$ cat src/rtl/lpqm_params.svh
`ifndef LPQM_PARAMS_SVH
`define LPQM_PARAMS_SVH

`define LPQM_IDX_LINE_PERIOD_OR_FREQUENCY 8'h0A
`define LPQM_IDX_FIRST_MODE_CONTROL 8'h0B
`define LPQM_IDX_SECOND_MODE_CONTROL 8'h0C
`define LPQM_IDX_CROSSING_TIMEOUT_RELOAD 8'h11
`define LPQM_IDX_SAG_THRESHOLD 8'h14
`define LPQM_IDX_SAG_CYCLE_COUNT 8'h15
`define LPQM_IDX_VOLTAGE_PEAK_THRESHOLD 8'h16
`define LPQM_IDX_CURRENT_PEAK_THRESHOLD 8'h17
`define LPQM_IDX_CURRENT_PEAK_RECORD 8'h18
`define LPQM_IDX_VOLTAGE_PEAK_RECORD 8'h19
`define LPQM_IDX_VOLTAGE_PEAK_RECORD_RC 8'h1A
`define LPQM_IDX_CURRENT_PEAK_RECORD_RC 8'h1B
`define LPQM_IDX_MIRQEN 8'hDB
`define LPQM_IDX_MIRQST 8'hDE
`define LPQM_IDX_PSMEN 8'hEC
`define LPQM_IDX_PSMFL 8'hF8

`define LPQM_FIRST_MODE_CONTROL_INTEG_BIT 0
`define LPQM_SECOND_MODE_CONTROL_FREQUENCY_SELECT_BIT 0
`define LPQM_SECOND_MODE_CONTROL_LPF_BYP_BIT 1
`define LPQM_MIRQ_ZX_BIT 0
`define LPQM_MIRQ_CROSSING_TIMEOUT_FLAG_BIT 1
`define LPQM_MIRQ_PKV_BIT 2
`define LPQM_MIRQ_PKI_BIT 3
`define LPQM_MIRQ_MASK 8'h0F
`define LPQM_PSM_SAG_BIT 0
`define LPQM_PSM_MASK 8'h01

`define LPQM_CROSSING_TIMEOUT_RELOAD_RST 12'hFFF
`define LPQM_SAG_OFF_MAX 16'h0001
`define LPQM_SAG_CYCLE_COUNT_MIN 8'h02

`define LPQM_CLK_PS 10000
`define LPQM_TO_TICK_PS 39062500
`define LPQM_PER_TICK_PS 2441406
`define LPQM_TO_TICK_CYC (`LPQM_TO_TICK_PS / `LPQM_CLK_PS)
`define LPQM_PER_TICK_CYC (`LPQM_PER_TICK_PS / `LPQM_CLK_PS)
`define LPQM_FREQ_NUM 23'h640000
`define LPQM_DIV_STEPS 5'h17
`define LPQM_LPF_SHIFT 6
`define LPQM_INT_SHIFT 10

`endif

$ cat src/rtl/lpqm_pkg.sv
`default_nettype none
package lpqm_pkg;
    typedef struct packed {
        logic valid;
        logic [23:0] v;
        logic [23:0] i;
    } lpqm_sample_t;

    typedef enum {DIV_IDLE, DIV_RUN} lpqm_div_state_t;

    function automatic logic [23:0] lpqm_abs24(input logic [23:0] x);
        return x[23] ? (~x + 24'h000001) : x;
    endfunction
endpackage
`default_nettype wire

$ cat src/rtl/lpqm_lpf.sv
`default_nettype none
module lpqm_lpf import lpqm_pkg::*; #(
    parameter int W = 24,
    parameter int SHIFT = 6
) (
    input wire logic clk_i,
    input wire logic rst_n_i,
    input wire logic ce_i,
    input wire logic clr_i,
    input wire logic valid_i,
    input wire logic [W-1:0] x_i,
    output logic [W-1:0] y_o
);
    // unity dc gain, single pole at fs/(2*pi*2^SHIFT); guard bits keep the fraction
    logic signed [W+SHIFT-1:0] acc_q;
    logic signed [W+SHIFT-1:0] x_ext;

    assign x_ext = {{SHIFT{x_i[W-1]}}, x_i};
    assign y_o = acc_q[W+SHIFT-1:SHIFT];

    always_ff @(posedge clk_i or negedge rst_n_i) begin
        if (!rst_n_i) begin
            acc_q <= '0;
        end else if (ce_i) begin
            if (clr_i) begin
                acc_q <= '0;
            end else if (valid_i) begin
                acc_q <= acc_q + x_ext - (acc_q >>> SHIFT);
            end
        end
    end
endmodule // lpqm_lpf
`default_nettype wire

$ cat src/rtl/lpqm_top.sv
// Design decision made here: the APB interface to the registers.
`include "lpqm_params.svh"
`default_nettype none
module lpqm_top import lpqm_pkg::*; #(
    parameter int TO_TICK_CYC = `LPQM_TO_TICK_CYC,
    parameter int PER_TICK_CYC = `LPQM_PER_TICK_CYC,
    parameter int PADDR_W = 10
) (
    input wire logic clk_i,
    input wire logic rst_n_i,
    input wire logic ce_i,
    input wire logic psel_i,
    input wire logic penable_i,
    input wire logic pwrite_i,
    input wire logic [PADDR_W-1:0] paddr_i,
    input wire logic [31:0] pwdata_i,
    output logic [31:0] prdata_o,
    output logic pready_o,
    output logic pslverr_o,
    input wire lpqm_sample_t samples_i,
    output logic [23:0] i_proc_o,
    output logic i_proc_valid_o,
    output logic zx_o,
    output logic cal_zx_o,
    output logic meter_irq_o,
    output logic psm_irq_o
);
    localparam int TW = $clog2(TO_TICK_CYC + 1);
    localparam int PW = $clog2(PER_TICK_CYC + 1);

    function automatic logic hit(input logic [PADDR_W-1:0] a, input logic [7:0] idx);
        return a == PADDR_W'({idx, 2'b00});
    endfunction

    logic rst_s1_q, rst_n;
    logic [7:0] first_mode_control_q, second_mode_control_q, sag_cyc_q, men_q, mst_q, psme_q, psmf_q;
    logic [11:0] crossing_timeout_reload_q, to_cnt_q;
    logic [15:0] sag_thr_q, vpk_thr_q, ipk_thr_q, line_period_or_frequency_q, per_cnt_q;
    logic [23:0] voltage_peak_record_q, current_peak_record_q, i_int, v_lpf, v_sel, i_cur, abs_v, abs_i, abs_s;
    logic [TW-1:0] to_pre_q;
    logic [PW-1:0] per_pre_q;
    logic vpos_q, cyc_below_q;
    logic [7:0] sag_cnt_q;
    logic [31:0] rdata;
    logic mapped, acc, wr, rd;
    logic integ_en, frequency_select, byp, zx_pulse, to_tick, to_expire, sag_en, below, sag_set;
    logic pkv_set, pki_set, rc_v, rc_i;
    lpqm_div_state_t div_st_q;
    logic [22:0] quo_q;
    logic [15:0] den_q, quo_sat;
    logic [16:0] rem_q, rem_sh;
    logic [4:0] div_cnt_q;
    logic div_done;

    always_ff @(posedge clk_i or negedge rst_n_i) begin
        if (!rst_n_i) begin
            rst_s1_q <= 1'b0;
            rst_n <= 1'b0;
        end else begin
            rst_s1_q <= 1'b1;
            rst_n <= rst_s1_q;
        end
    end

    // register bus: one wait state so read data and pready both leave flip-flops
    assign acc = psel_i & penable_i & pready_o;
    assign wr = acc & pwrite_i;
    assign rd = acc & ~pwrite_i;
    assign rc_v = rd & hit(paddr_i, `LPQM_IDX_VOLTAGE_PEAK_RECORD_RC);
    assign rc_i = rd & hit(paddr_i, `LPQM_IDX_CURRENT_PEAK_RECORD_RC);

    always_comb begin
        rdata = 32'h00000000;
        mapped = 1'b1;
        if (hit(paddr_i, `LPQM_IDX_LINE_PERIOD_OR_FREQUENCY)) rdata[15:0] = line_period_or_frequency_q;
        else if (hit(paddr_i, `LPQM_IDX_FIRST_MODE_CONTROL)) rdata[7:0] = first_mode_control_q;
        else if (hit(paddr_i, `LPQM_IDX_SECOND_MODE_CONTROL)) rdata[7:0] = second_mode_control_q;
        else if (hit(paddr_i, `LPQM_IDX_CROSSING_TIMEOUT_RELOAD)) rdata[11:0] = crossing_timeout_reload_q;
        else if (hit(paddr_i, `LPQM_IDX_SAG_THRESHOLD)) rdata[15:0] = sag_thr_q;
        else if (hit(paddr_i, `LPQM_IDX_SAG_CYCLE_COUNT)) rdata[7:0] = sag_cyc_q;
        else if (hit(paddr_i, `LPQM_IDX_VOLTAGE_PEAK_THRESHOLD)) rdata[15:0] = vpk_thr_q;
        else if (hit(paddr_i, `LPQM_IDX_CURRENT_PEAK_THRESHOLD)) rdata[15:0] = ipk_thr_q;
        else if (hit(paddr_i, `LPQM_IDX_CURRENT_PEAK_RECORD)) rdata[23:0] = current_peak_record_q;
        else if (hit(paddr_i, `LPQM_IDX_VOLTAGE_PEAK_RECORD)) rdata[23:0] = voltage_peak_record_q;
        else if (hit(paddr_i, `LPQM_IDX_VOLTAGE_PEAK_RECORD_RC)) rdata[23:0] = voltage_peak_record_q;
        else if (hit(paddr_i, `LPQM_IDX_CURRENT_PEAK_RECORD_RC)) rdata[23:0] = current_peak_record_q;
        else if (hit(paddr_i, `LPQM_IDX_MIRQEN)) rdata[7:0] = men_q;
        else if (hit(paddr_i, `LPQM_IDX_MIRQST)) rdata[7:0] = mst_q;
        else if (hit(paddr_i, `LPQM_IDX_PSMEN)) rdata[7:0] = psme_q;
        else if (hit(paddr_i, `LPQM_IDX_PSMFL)) rdata[7:0] = psmf_q;
        else mapped = 1'b0;
    end

    always_ff @(posedge clk_i or negedge rst_n) begin
        if (!rst_n) begin
            pready_o <= 1'b0;
            pslverr_o <= 1'b0;
            prdata_o <= 32'h00000000;
        end else if (ce_i) begin
            pready_o <= psel_i & penable_i & ~pready_o;
            pslverr_o <= psel_i & penable_i & ~pready_o & ~mapped;
            prdata_o <= (psel_i & penable_i & ~pready_o & ~pwrite_i) ? rdata : 32'h00000000;
        end
    end

    always_ff @(posedge clk_i or negedge rst_n) begin
        if (!rst_n) begin
            first_mode_control_q <= 8'h00;
            second_mode_control_q <= 8'h00;
            crossing_timeout_reload_q <= `LPQM_CROSSING_TIMEOUT_RELOAD_RST;
            sag_thr_q <= 16'h0000;
            sag_cyc_q <= 8'h00;
            vpk_thr_q <= 16'h0000;
            ipk_thr_q <= 16'h0000;
            men_q <= 8'h00;
            psme_q <= 8'h00;
        end else if (ce_i && wr) begin
            if (hit(paddr_i, `LPQM_IDX_FIRST_MODE_CONTROL)) first_mode_control_q <= pwdata_i[7:0];
            if (hit(paddr_i, `LPQM_IDX_SECOND_MODE_CONTROL)) second_mode_control_q <= pwdata_i[7:0];
            if (hit(paddr_i, `LPQM_IDX_CROSSING_TIMEOUT_RELOAD)) crossing_timeout_reload_q <= pwdata_i[11:0];
            if (hit(paddr_i, `LPQM_IDX_SAG_THRESHOLD)) sag_thr_q <= pwdata_i[15:0];
            if (hit(paddr_i, `LPQM_IDX_SAG_CYCLE_COUNT)) sag_cyc_q <= pwdata_i[7:0];
            if (hit(paddr_i, `LPQM_IDX_VOLTAGE_PEAK_THRESHOLD)) vpk_thr_q <= pwdata_i[15:0];
            if (hit(paddr_i, `LPQM_IDX_CURRENT_PEAK_THRESHOLD)) ipk_thr_q <= pwdata_i[15:0];
            if (hit(paddr_i, `LPQM_IDX_MIRQEN)) men_q <= pwdata_i[7:0] & `LPQM_MIRQ_MASK;
            if (hit(paddr_i, `LPQM_IDX_PSMEN)) psme_q <= pwdata_i[7:0] & `LPQM_PSM_MASK;
        end
    end

    assign integ_en = first_mode_control_q[`LPQM_FIRST_MODE_CONTROL_INTEG_BIT];
    assign frequency_select = second_mode_control_q[`LPQM_SECOND_MODE_CONTROL_FREQUENCY_SELECT_BIT];
    assign byp = second_mode_control_q[`LPQM_SECOND_MODE_CONTROL_LPF_BYP_BIT];

    // integrator held cleared while off so enabling it starts from rest
    lpqm_lpf #(.W(24), .SHIFT(`LPQM_INT_SHIFT)) u_integ (
        .clk_i(clk_i),
        .rst_n_i(rst_n),
        .ce_i(ce_i),
        .clr_i(~integ_en),
        .valid_i(samples_i.valid),
        .x_i(samples_i.i),
        .y_o(i_int)
    );

    lpqm_lpf #(.W(24), .SHIFT(`LPQM_LPF_SHIFT)) u_vlpf (
        .clk_i(clk_i),
        .rst_n_i(rst_n),
        .ce_i(ce_i),
        .clr_i(1'b0),
        .valid_i(samples_i.valid),
        .x_i(samples_i.v),
        .y_o(v_lpf)
    );

    assign i_cur = integ_en ? i_int : samples_i.i;
    assign v_sel = byp ? samples_i.v : v_lpf;
    assign abs_v = lpqm_abs24(samples_i.v);
    assign abs_i = lpqm_abs24(i_cur);
    assign abs_s = lpqm_abs24(v_sel);

    always_ff @(posedge clk_i or negedge rst_n) begin
        if (!rst_n) begin
            i_proc_o <= 24'h000000;
            i_proc_valid_o <= 1'b0;
        end else if (ce_i) begin
            i_proc_valid_o <= samples_i.valid;
            if (samples_i.valid) i_proc_o <= i_cur;
        end
    end

    // one crossing per line period: negative to non-negative only
    assign zx_pulse = samples_i.valid & ~v_sel[23] & ~vpos_q;

    always_ff @(posedge clk_i or negedge rst_n) begin
        if (!rst_n) begin
            vpos_q <= 1'b1;
            zx_o <= 1'b1;
            cal_zx_o <= 1'b0;
        end else if (ce_i) begin
            if (samples_i.valid) vpos_q <= ~v_sel[23];
            zx_o <= samples_i.valid ? ~v_sel[23] : vpos_q;
            cal_zx_o <= zx_pulse;
        end
    end

    assign to_tick = to_pre_q == TW'(TO_TICK_CYC - 1);
    assign to_expire = to_tick & ~zx_pulse & (to_cnt_q == 12'h001);

    always_ff @(posedge clk_i or negedge rst_n) begin
        if (!rst_n) begin
            to_pre_q <= '0;
            to_cnt_q <= `LPQM_CROSSING_TIMEOUT_RELOAD_RST;
        end else if (ce_i) begin
            if (zx_pulse) begin
                to_pre_q <= '0;
                to_cnt_q <= crossing_timeout_reload_q;
            end else if (to_tick) begin
                to_pre_q <= '0;
                if (to_cnt_q != 12'h000) to_cnt_q <= to_cnt_q - 12'h001;
            end else begin
                to_pre_q <= to_pre_q + TW'(1);
            end
        end
    end

    // period counter saturates so very slow lines read as full scale
    always_ff @(posedge clk_i or negedge rst_n) begin
        if (!rst_n) begin
            per_pre_q <= '0;
            per_cnt_q <= 16'h0000;
        end else if (ce_i) begin
            if (zx_pulse) begin
                per_pre_q <= '0;
                per_cnt_q <= 16'h0000;
            end else if (per_pre_q == PW'(PER_TICK_CYC - 1)) begin
                per_pre_q <= '0;
                if (per_cnt_q != 16'hFFFF) per_cnt_q <= per_cnt_q + 16'h0001;
            end else begin
                per_pre_q <= per_pre_q + PW'(1);
            end
        end
    end

    // frequency = num / period, restoring division over 23 cycles
    assign rem_sh = {rem_q[15:0], quo_q[22]};
    assign div_done = (div_st_q == DIV_RUN) & (div_cnt_q == 5'h01);
    assign quo_sat = (quo_q[21:15] != 7'h00) ? 16'hFFFF : {quo_q[14:0], (rem_sh >= {1'b0, den_q})};

    always_ff @(posedge clk_i or negedge rst_n) begin
        if (!rst_n) begin
            div_st_q <= DIV_IDLE;
            quo_q <= 23'h000000;
            rem_q <= 17'h00000;
            den_q <= 16'h0000;
            div_cnt_q <= 5'h00;
        end else if (ce_i) begin
            unique case (div_st_q)
                DIV_IDLE: begin
                    if (zx_pulse && frequency_select) begin
                        div_st_q <= DIV_RUN;
                        quo_q <= `LPQM_FREQ_NUM;
                        rem_q <= 17'h00000;
                        den_q <= per_cnt_q;
                        div_cnt_q <= `LPQM_DIV_STEPS;
                    end
                end
                DIV_RUN: begin
                    if (rem_sh >= {1'b0, den_q}) begin
                        rem_q <= rem_sh - {1'b0, den_q};
                        quo_q <= {quo_q[21:0], 1'b1};
                    end else begin
                        rem_q <= rem_sh;
                        quo_q <= {quo_q[21:0], 1'b0};
                    end
                    div_cnt_q <= div_cnt_q - 5'h01;
                    if (div_done) div_st_q <= DIV_IDLE;
                end
            endcase
        end
    end

    always_ff @(posedge clk_i or negedge rst_n) begin
        if (!rst_n) begin
            line_period_or_frequency_q <= 16'h0000;
        end else if (ce_i) begin
            if (div_done) line_period_or_frequency_q <= quo_sat;
            else if (zx_pulse && !frequency_select) line_period_or_frequency_q <= per_cnt_q;
        end
    end

    assign sag_en = (sag_thr_q > `LPQM_SAG_OFF_MAX) & (sag_cyc_q >= `LPQM_SAG_CYCLE_COUNT_MIN);
    assign below = sag_en & (abs_s[23:16] == 8'h00) & (sag_thr_q > abs_s[15:0]);
    assign sag_set = zx_pulse & cyc_below_q & below & ((sag_cnt_q + 8'h01) == (sag_cyc_q - 8'h01));

    always_ff @(posedge clk_i or negedge rst_n) begin
        if (!rst_n) begin
            cyc_below_q <= 1'b0;
            sag_cnt_q <= 8'h00;
        end else if (ce_i && samples_i.valid) begin
            if (zx_pulse) begin
                cyc_below_q <= below;
                if (cyc_below_q && below) begin
                    if (sag_cnt_q != 8'hFF) sag_cnt_q <= sag_cnt_q + 8'h01;
                end else begin
                    sag_cnt_q <= 8'h00;
                end
            end else if (!below) begin
                cyc_below_q <= 1'b0;
            end
        end
    end

    assign pkv_set = samples_i.valid & (abs_v[23:8] > vpk_thr_q);
    assign pki_set = samples_i.valid & (abs_i[23:8] > ipk_thr_q);

    // a sample that lands on the clearing read is kept, not lost
    always_ff @(posedge clk_i or negedge rst_n) begin
        if (!rst_n) begin
            voltage_peak_record_q <= 24'h000000;
            current_peak_record_q <= 24'h000000;
        end else if (ce_i) begin
            if (rc_v) voltage_peak_record_q <= samples_i.valid ? abs_v : 24'h000000;
            else if (samples_i.valid && abs_v > voltage_peak_record_q) voltage_peak_record_q <= abs_v;
            if (rc_i) current_peak_record_q <= samples_i.valid ? abs_i : 24'h000000;
            else if (samples_i.valid && abs_i > current_peak_record_q) current_peak_record_q <= abs_i;
        end
    end

    // flags clear by writing one; a set in the same cycle wins
    always_ff @(posedge clk_i or negedge rst_n) begin
        if (!rst_n) begin
            mst_q <= 8'h00;
            psmf_q <= 8'h00;
            meter_irq_o <= 1'b0;
            psm_irq_o <= 1'b0;
        end else if (ce_i) begin
            mst_q <= (mst_q & ~((wr && hit(paddr_i, `LPQM_IDX_MIRQST)) ? pwdata_i[7:0] : 8'h00))
                | (8'(zx_pulse) << `LPQM_MIRQ_ZX_BIT)
                | (8'(to_expire) << `LPQM_MIRQ_CROSSING_TIMEOUT_FLAG_BIT)
                | (8'(pkv_set) << `LPQM_MIRQ_PKV_BIT)
                | (8'(pki_set) << `LPQM_MIRQ_PKI_BIT);
            psmf_q <= (psmf_q & ~((wr && hit(paddr_i, `LPQM_IDX_PSMFL)) ? pwdata_i[7:0] : 8'h00))
                | (8'(sag_set) << `LPQM_PSM_SAG_BIT);
            meter_irq_o <= |(mst_q & men_q);
            psm_irq_o <= |(psmf_q & psme_q);
        end
    end
endmodule // lpqm_top
`default_nettype wire

$ cat config.mk
export PLATFORM = sky130hd
export DESIGN_NAME = lpqm_top
export DESIGN_NICKNAME = d
export VERILOG_FILES = /design/src/rtl/lpqm_pkg.sv /design/src/rtl/lpqm_lpf.sv /design/src/rtl/lpqm_top.sv
export VERILOG_INCLUDE_DIRS = /design/src /design/src/rtl
export SDC_FILE = /design/constraint.sdc
export NUM_CORES = 1
export LEC_CHECK = 0
export ABC_AREA = 1
export BUFFER_PORTS_ARGS = -buffer_cell sky130_fd_sc_hd__buf_2
export CAP_MARGIN = 30
export CORE_ASPECT_RATIO = 1.25
export CORE_MARGIN = 4
export CORE_UTILIZATION = 50
export CTS_CLUSTER_DIAMETER = 80
export DETAILED_ROUTE_END_ITERATION = 8
export PLACE_DENSITY = 0.68
export SETUP_SLACK_MARGIN = 0.02
export SKIP_CTS_REPAIR_TIMING = 1
export SLEW_MARGIN = 20
export SYNTH_ARGS = -nofsm -noshare
export SYNTH_HDL_FRONTEND = slang
export SYNTH_SLANG_ARGS = --single-unit
export TNS_END_PERCENT = 1
$ cat constraint.sdc
create_clock -name clk_i -period 14.44 [get_ports clk_i]
set_input_delay 2.888 -clock clk_i [delete_from_list [all_inputs] [get_ports clk_i]]
set_output_delay 2.888 -clock clk_i [all_outputs]
set_load 0.03 [all_outputs]
==> impl_metrics.toml <==
[die]
start_util = 0.507
core_mm2 = 0.0575
die-area_mm2 = 0.0622
die_h_um = 278
num_rows = 98
ios = 160
die_w_um = 224

[timing]
worst_slew_pin_slew_ns = 1.02
finalSetupViolCount = 0
finalClockSkew_ns = 0.0228
maxSlewHeadroom = 0.319
min_period_ns = 6.74
fin_setup_tns_ns = 0
max_freq_mhz = 148
hold_viol = 0
fin_crit_sh = 0.467
grt_setup_unrepaired = "no"
maxSlewViolCount = 0

[critical_path]
cp_max_fo = 24
cp-start-kind = "input port"
crit_arrival_ns = 7.17
crit_required_ns = 14.87
worst_setup_path_end_kind = "flip-flop"
crit_type = "input port to flip-flop"

[power]
swShare = 0.421
p_per_area_mw_per_mm2 = 153
power_frac_comb = 0.449
p_leak_nw = 16.2
vdd.ir_drop.worst_uv = 92.8
power_switching_w = 0.00207
p_int_w = 0.00284
p_clk_frac = 0.253
pwr-share-seq = 0.298

[place]
gp_congestion = 0.933
post-dp-hpwl_um = 66200
dpl.cell_count = 4717
portBuffers = 135
placed_cell_area_mm2 = 0.0305

[clocking]
clockBufferDepth = 3
tritoncts = "done"
clk_pin_slew_worst_paths_ns = 0.06
cts_max_level = 2
cts.sinks = 408
cts_made_buffers = 47
cts_root_buffer = "clkbuf_16"
clk-insertion-delay-late_ns = 0.60

[global_routing]
grt_max_degree = 164
grt_overflow = 0
grt_pass1_vias = 25000
antenna_found_initial = 1
grt_first_pass_wirelength_um = 136000
grt_util_all_layers = 0.273

[logic_synthesis]
yosysUniqueCellTypes = 62
synth_area_mm2 = 0.0291
synth_area_leaders = "dfrtp_1 33%, nand2_1 11%, inv_1 8.9%"
yosys_register_bits = 408
synth_top_area_cell = "dfrtp_1"
synth.avg_cell_area_um2 = 7.44
yosys_warnings = 0
synth_top_area_frac = 0.329
syn_inst = 3918
synth_ff_type = "dfrtp_1"
synth_edf_count = 0
ys_seq_area_frac = 0.351
synthArstFlopShare = 1.00

[drt]
drt_iter0_drc = 2002
drc_errors = 0
wl_per_cell_um = 17.9
dr.pass1.iters = 6
ant_nets = 0
detail_route.vias_per_cell = 5.45
vias = 26200
wl_um = 86100

[cells_and_area]
final_cell_area_mm2 = 0.0321
drive_gt1_frac = 0.0829
ff_latch_area_mm2 = 0.0102
area_growth_pct = 10.0
multi_input_area_mm2 = 0.0158
fillers = 5550
final_cells = 4803
nets = 4369

[status]
run_status = "finished clean"

[worst_hold_path]
hold_class = "flip-flop to flip-flop"

[job]
drv_cap = 0
[flip-flops by register name (all words and copies together), names as in the netlist, 23 cells and up]
signal                 cells
u_integ.acc_q             34
u_vlpf.acc_q              30
current_peak_record_q     24
i_proc_o                  24
prdata_o                  24
voltage_peak_record_q     24
quo_q                     23
[logic make-up after synthesis]
family                     count (synthesis)  synth area share
adders and majority gates                255             0.126
xor gates and xnor gates                 116            0.0349
AOI/OAI and AO/OA                        887             0.170
buffers and inverters                    809             0.108
muxes                                      1          0.000343
other                                      2          0.000258
and+or+nand+nor                         1440             0.210
DFF                                      408             0.351
[placed cells by master, fill, tap and decap left out, types with 88 or more instances in the layout]
master   netlist  routed
ha_1         192     192
nand3_1      149     149
a21oi_1      188     188
nor2_1       226     226
buf_2          9     136
xor2_1        88      88
o21ai_0      449     449
dfrtp_1      383     380
nand2_1      868     867
inv_1        688     687
[power by group through the flow]
stage	clock network [W]	logic (W)	registers (W)
6_report	0.00124	0.00221	0.00146
5_1_grt	0.00131	0.00254	0.00148
4_1_cts	0.00126	0.00221	0.00146
3_5_place_dp	0	0.00219	0.00148
3_3_place_gp	0	0.00216	0.00148
2_1_floorplan	0	0.00166	0.00147
[metrics by stage]
| stage | worst slack (ns) | utilization | hold slack [ns] | power, W |
|---|---|---|---|---|
| finish | 7.70 | 0.558 | 0.349 | 0.00491 |
| global route | 7.31 | 0.558 | 0.377 | 0.00533 |
| CTS | 7.43 | 0.557 | 0.351 | 0.00493 |
| detailed placement | 6.83 | 0.530 | 0.338 | 0.00367 |
| global placement | 6.85 | 0.529 | 0.335 | 0.00364 |
| floorplan | 2.27 | - | 0.331 | 0.00312 |
[path summary, 6_finish.rpt]
check,startpoint,to,slack (ns),cells after the start
worst max register to register,first_mode_control_q[0]$_DFFE_PN0P_,current_peak_record_q[23]$_DFFE_PN0P_,9.32,26
worst min register to register,rst_s1_q$_DFF_PN0_,rst_n$_DFF_PN0_,0.35,0
min in group asynchronous,rst_n$_DFF_PN0_,u_vlpf.acc_q[26]$_DFFE_PN0P_,0.38,0
max in group asynchronous,rst_n$_DFF_PN0_,first_mode_control_q[0]$_DFFE_PN0P_,11.88,2
worst min-delay path,rst_s1_q$_DFF_PN0_,rst_n$_DFF_PN0_,0.35,0
worst max-delay path,samples_i[0],current_peak_record_q[23]$_DFFE_PN0P_,7.70,26
[synth_stat cells (51+ instances only)]
cell and instances:
nand3_1 149, fa_1 63, xor2_1 88, o22ai_1 56, nor2_1 226, o21ai_0 449
inv_1 688, a21oi_1 188, ha_1 192, nand2_1 868, dfrtp_1 383, clkbuf_1 86
nand4_1 51
[metal layers]
metal	vias up	routed length, um	part of all wire	GRT usage
met2	717	41800	0.49	0.470
met1	12400	35700	0.42	0.349
met5	-	0	0	0
met4	0	3680	0.043	0.107
met3	164	4860	0.056	0.0373
li1	12900	-	-	-
[cell type report]
type                    instances  area share
multi-input cells            2708       0.493
flip-flops and latches        408       0.320
inverters                     694      0.0812
clock buffers                  67      0.0434
well taps                     750      0.0293
repair buffers                158      0.0277
clock inverters                17     0.00593
diodes                          1   0.0000780
[critical path: stages]
cell	delay, ns
buf_2	0.12
o21ai_0	0.35
buf_2	0.27
ha_1	0.18
nand2_1	0.07
nor2_1	0.12
nand3_1	0.17
nor2_2	0.15
nand3_1	0.12
nor2_2	0.15
nand3_1	0.12
o21ai_2	0.15
xnor2_1	0.17
inv_1	0.12
ha_1	0.31
nand4_1	0.10
inv_1	0.09
nand2_1	0.06
nor4_1	0.33
nand2_1	0.09
nand3_1	0.10
nand2_1	0.06
nand2_1	0.07
nand2_1	0.51
nand2_1	0.20
o31ai_1	0.09
(Power assumes the default switching activity.)
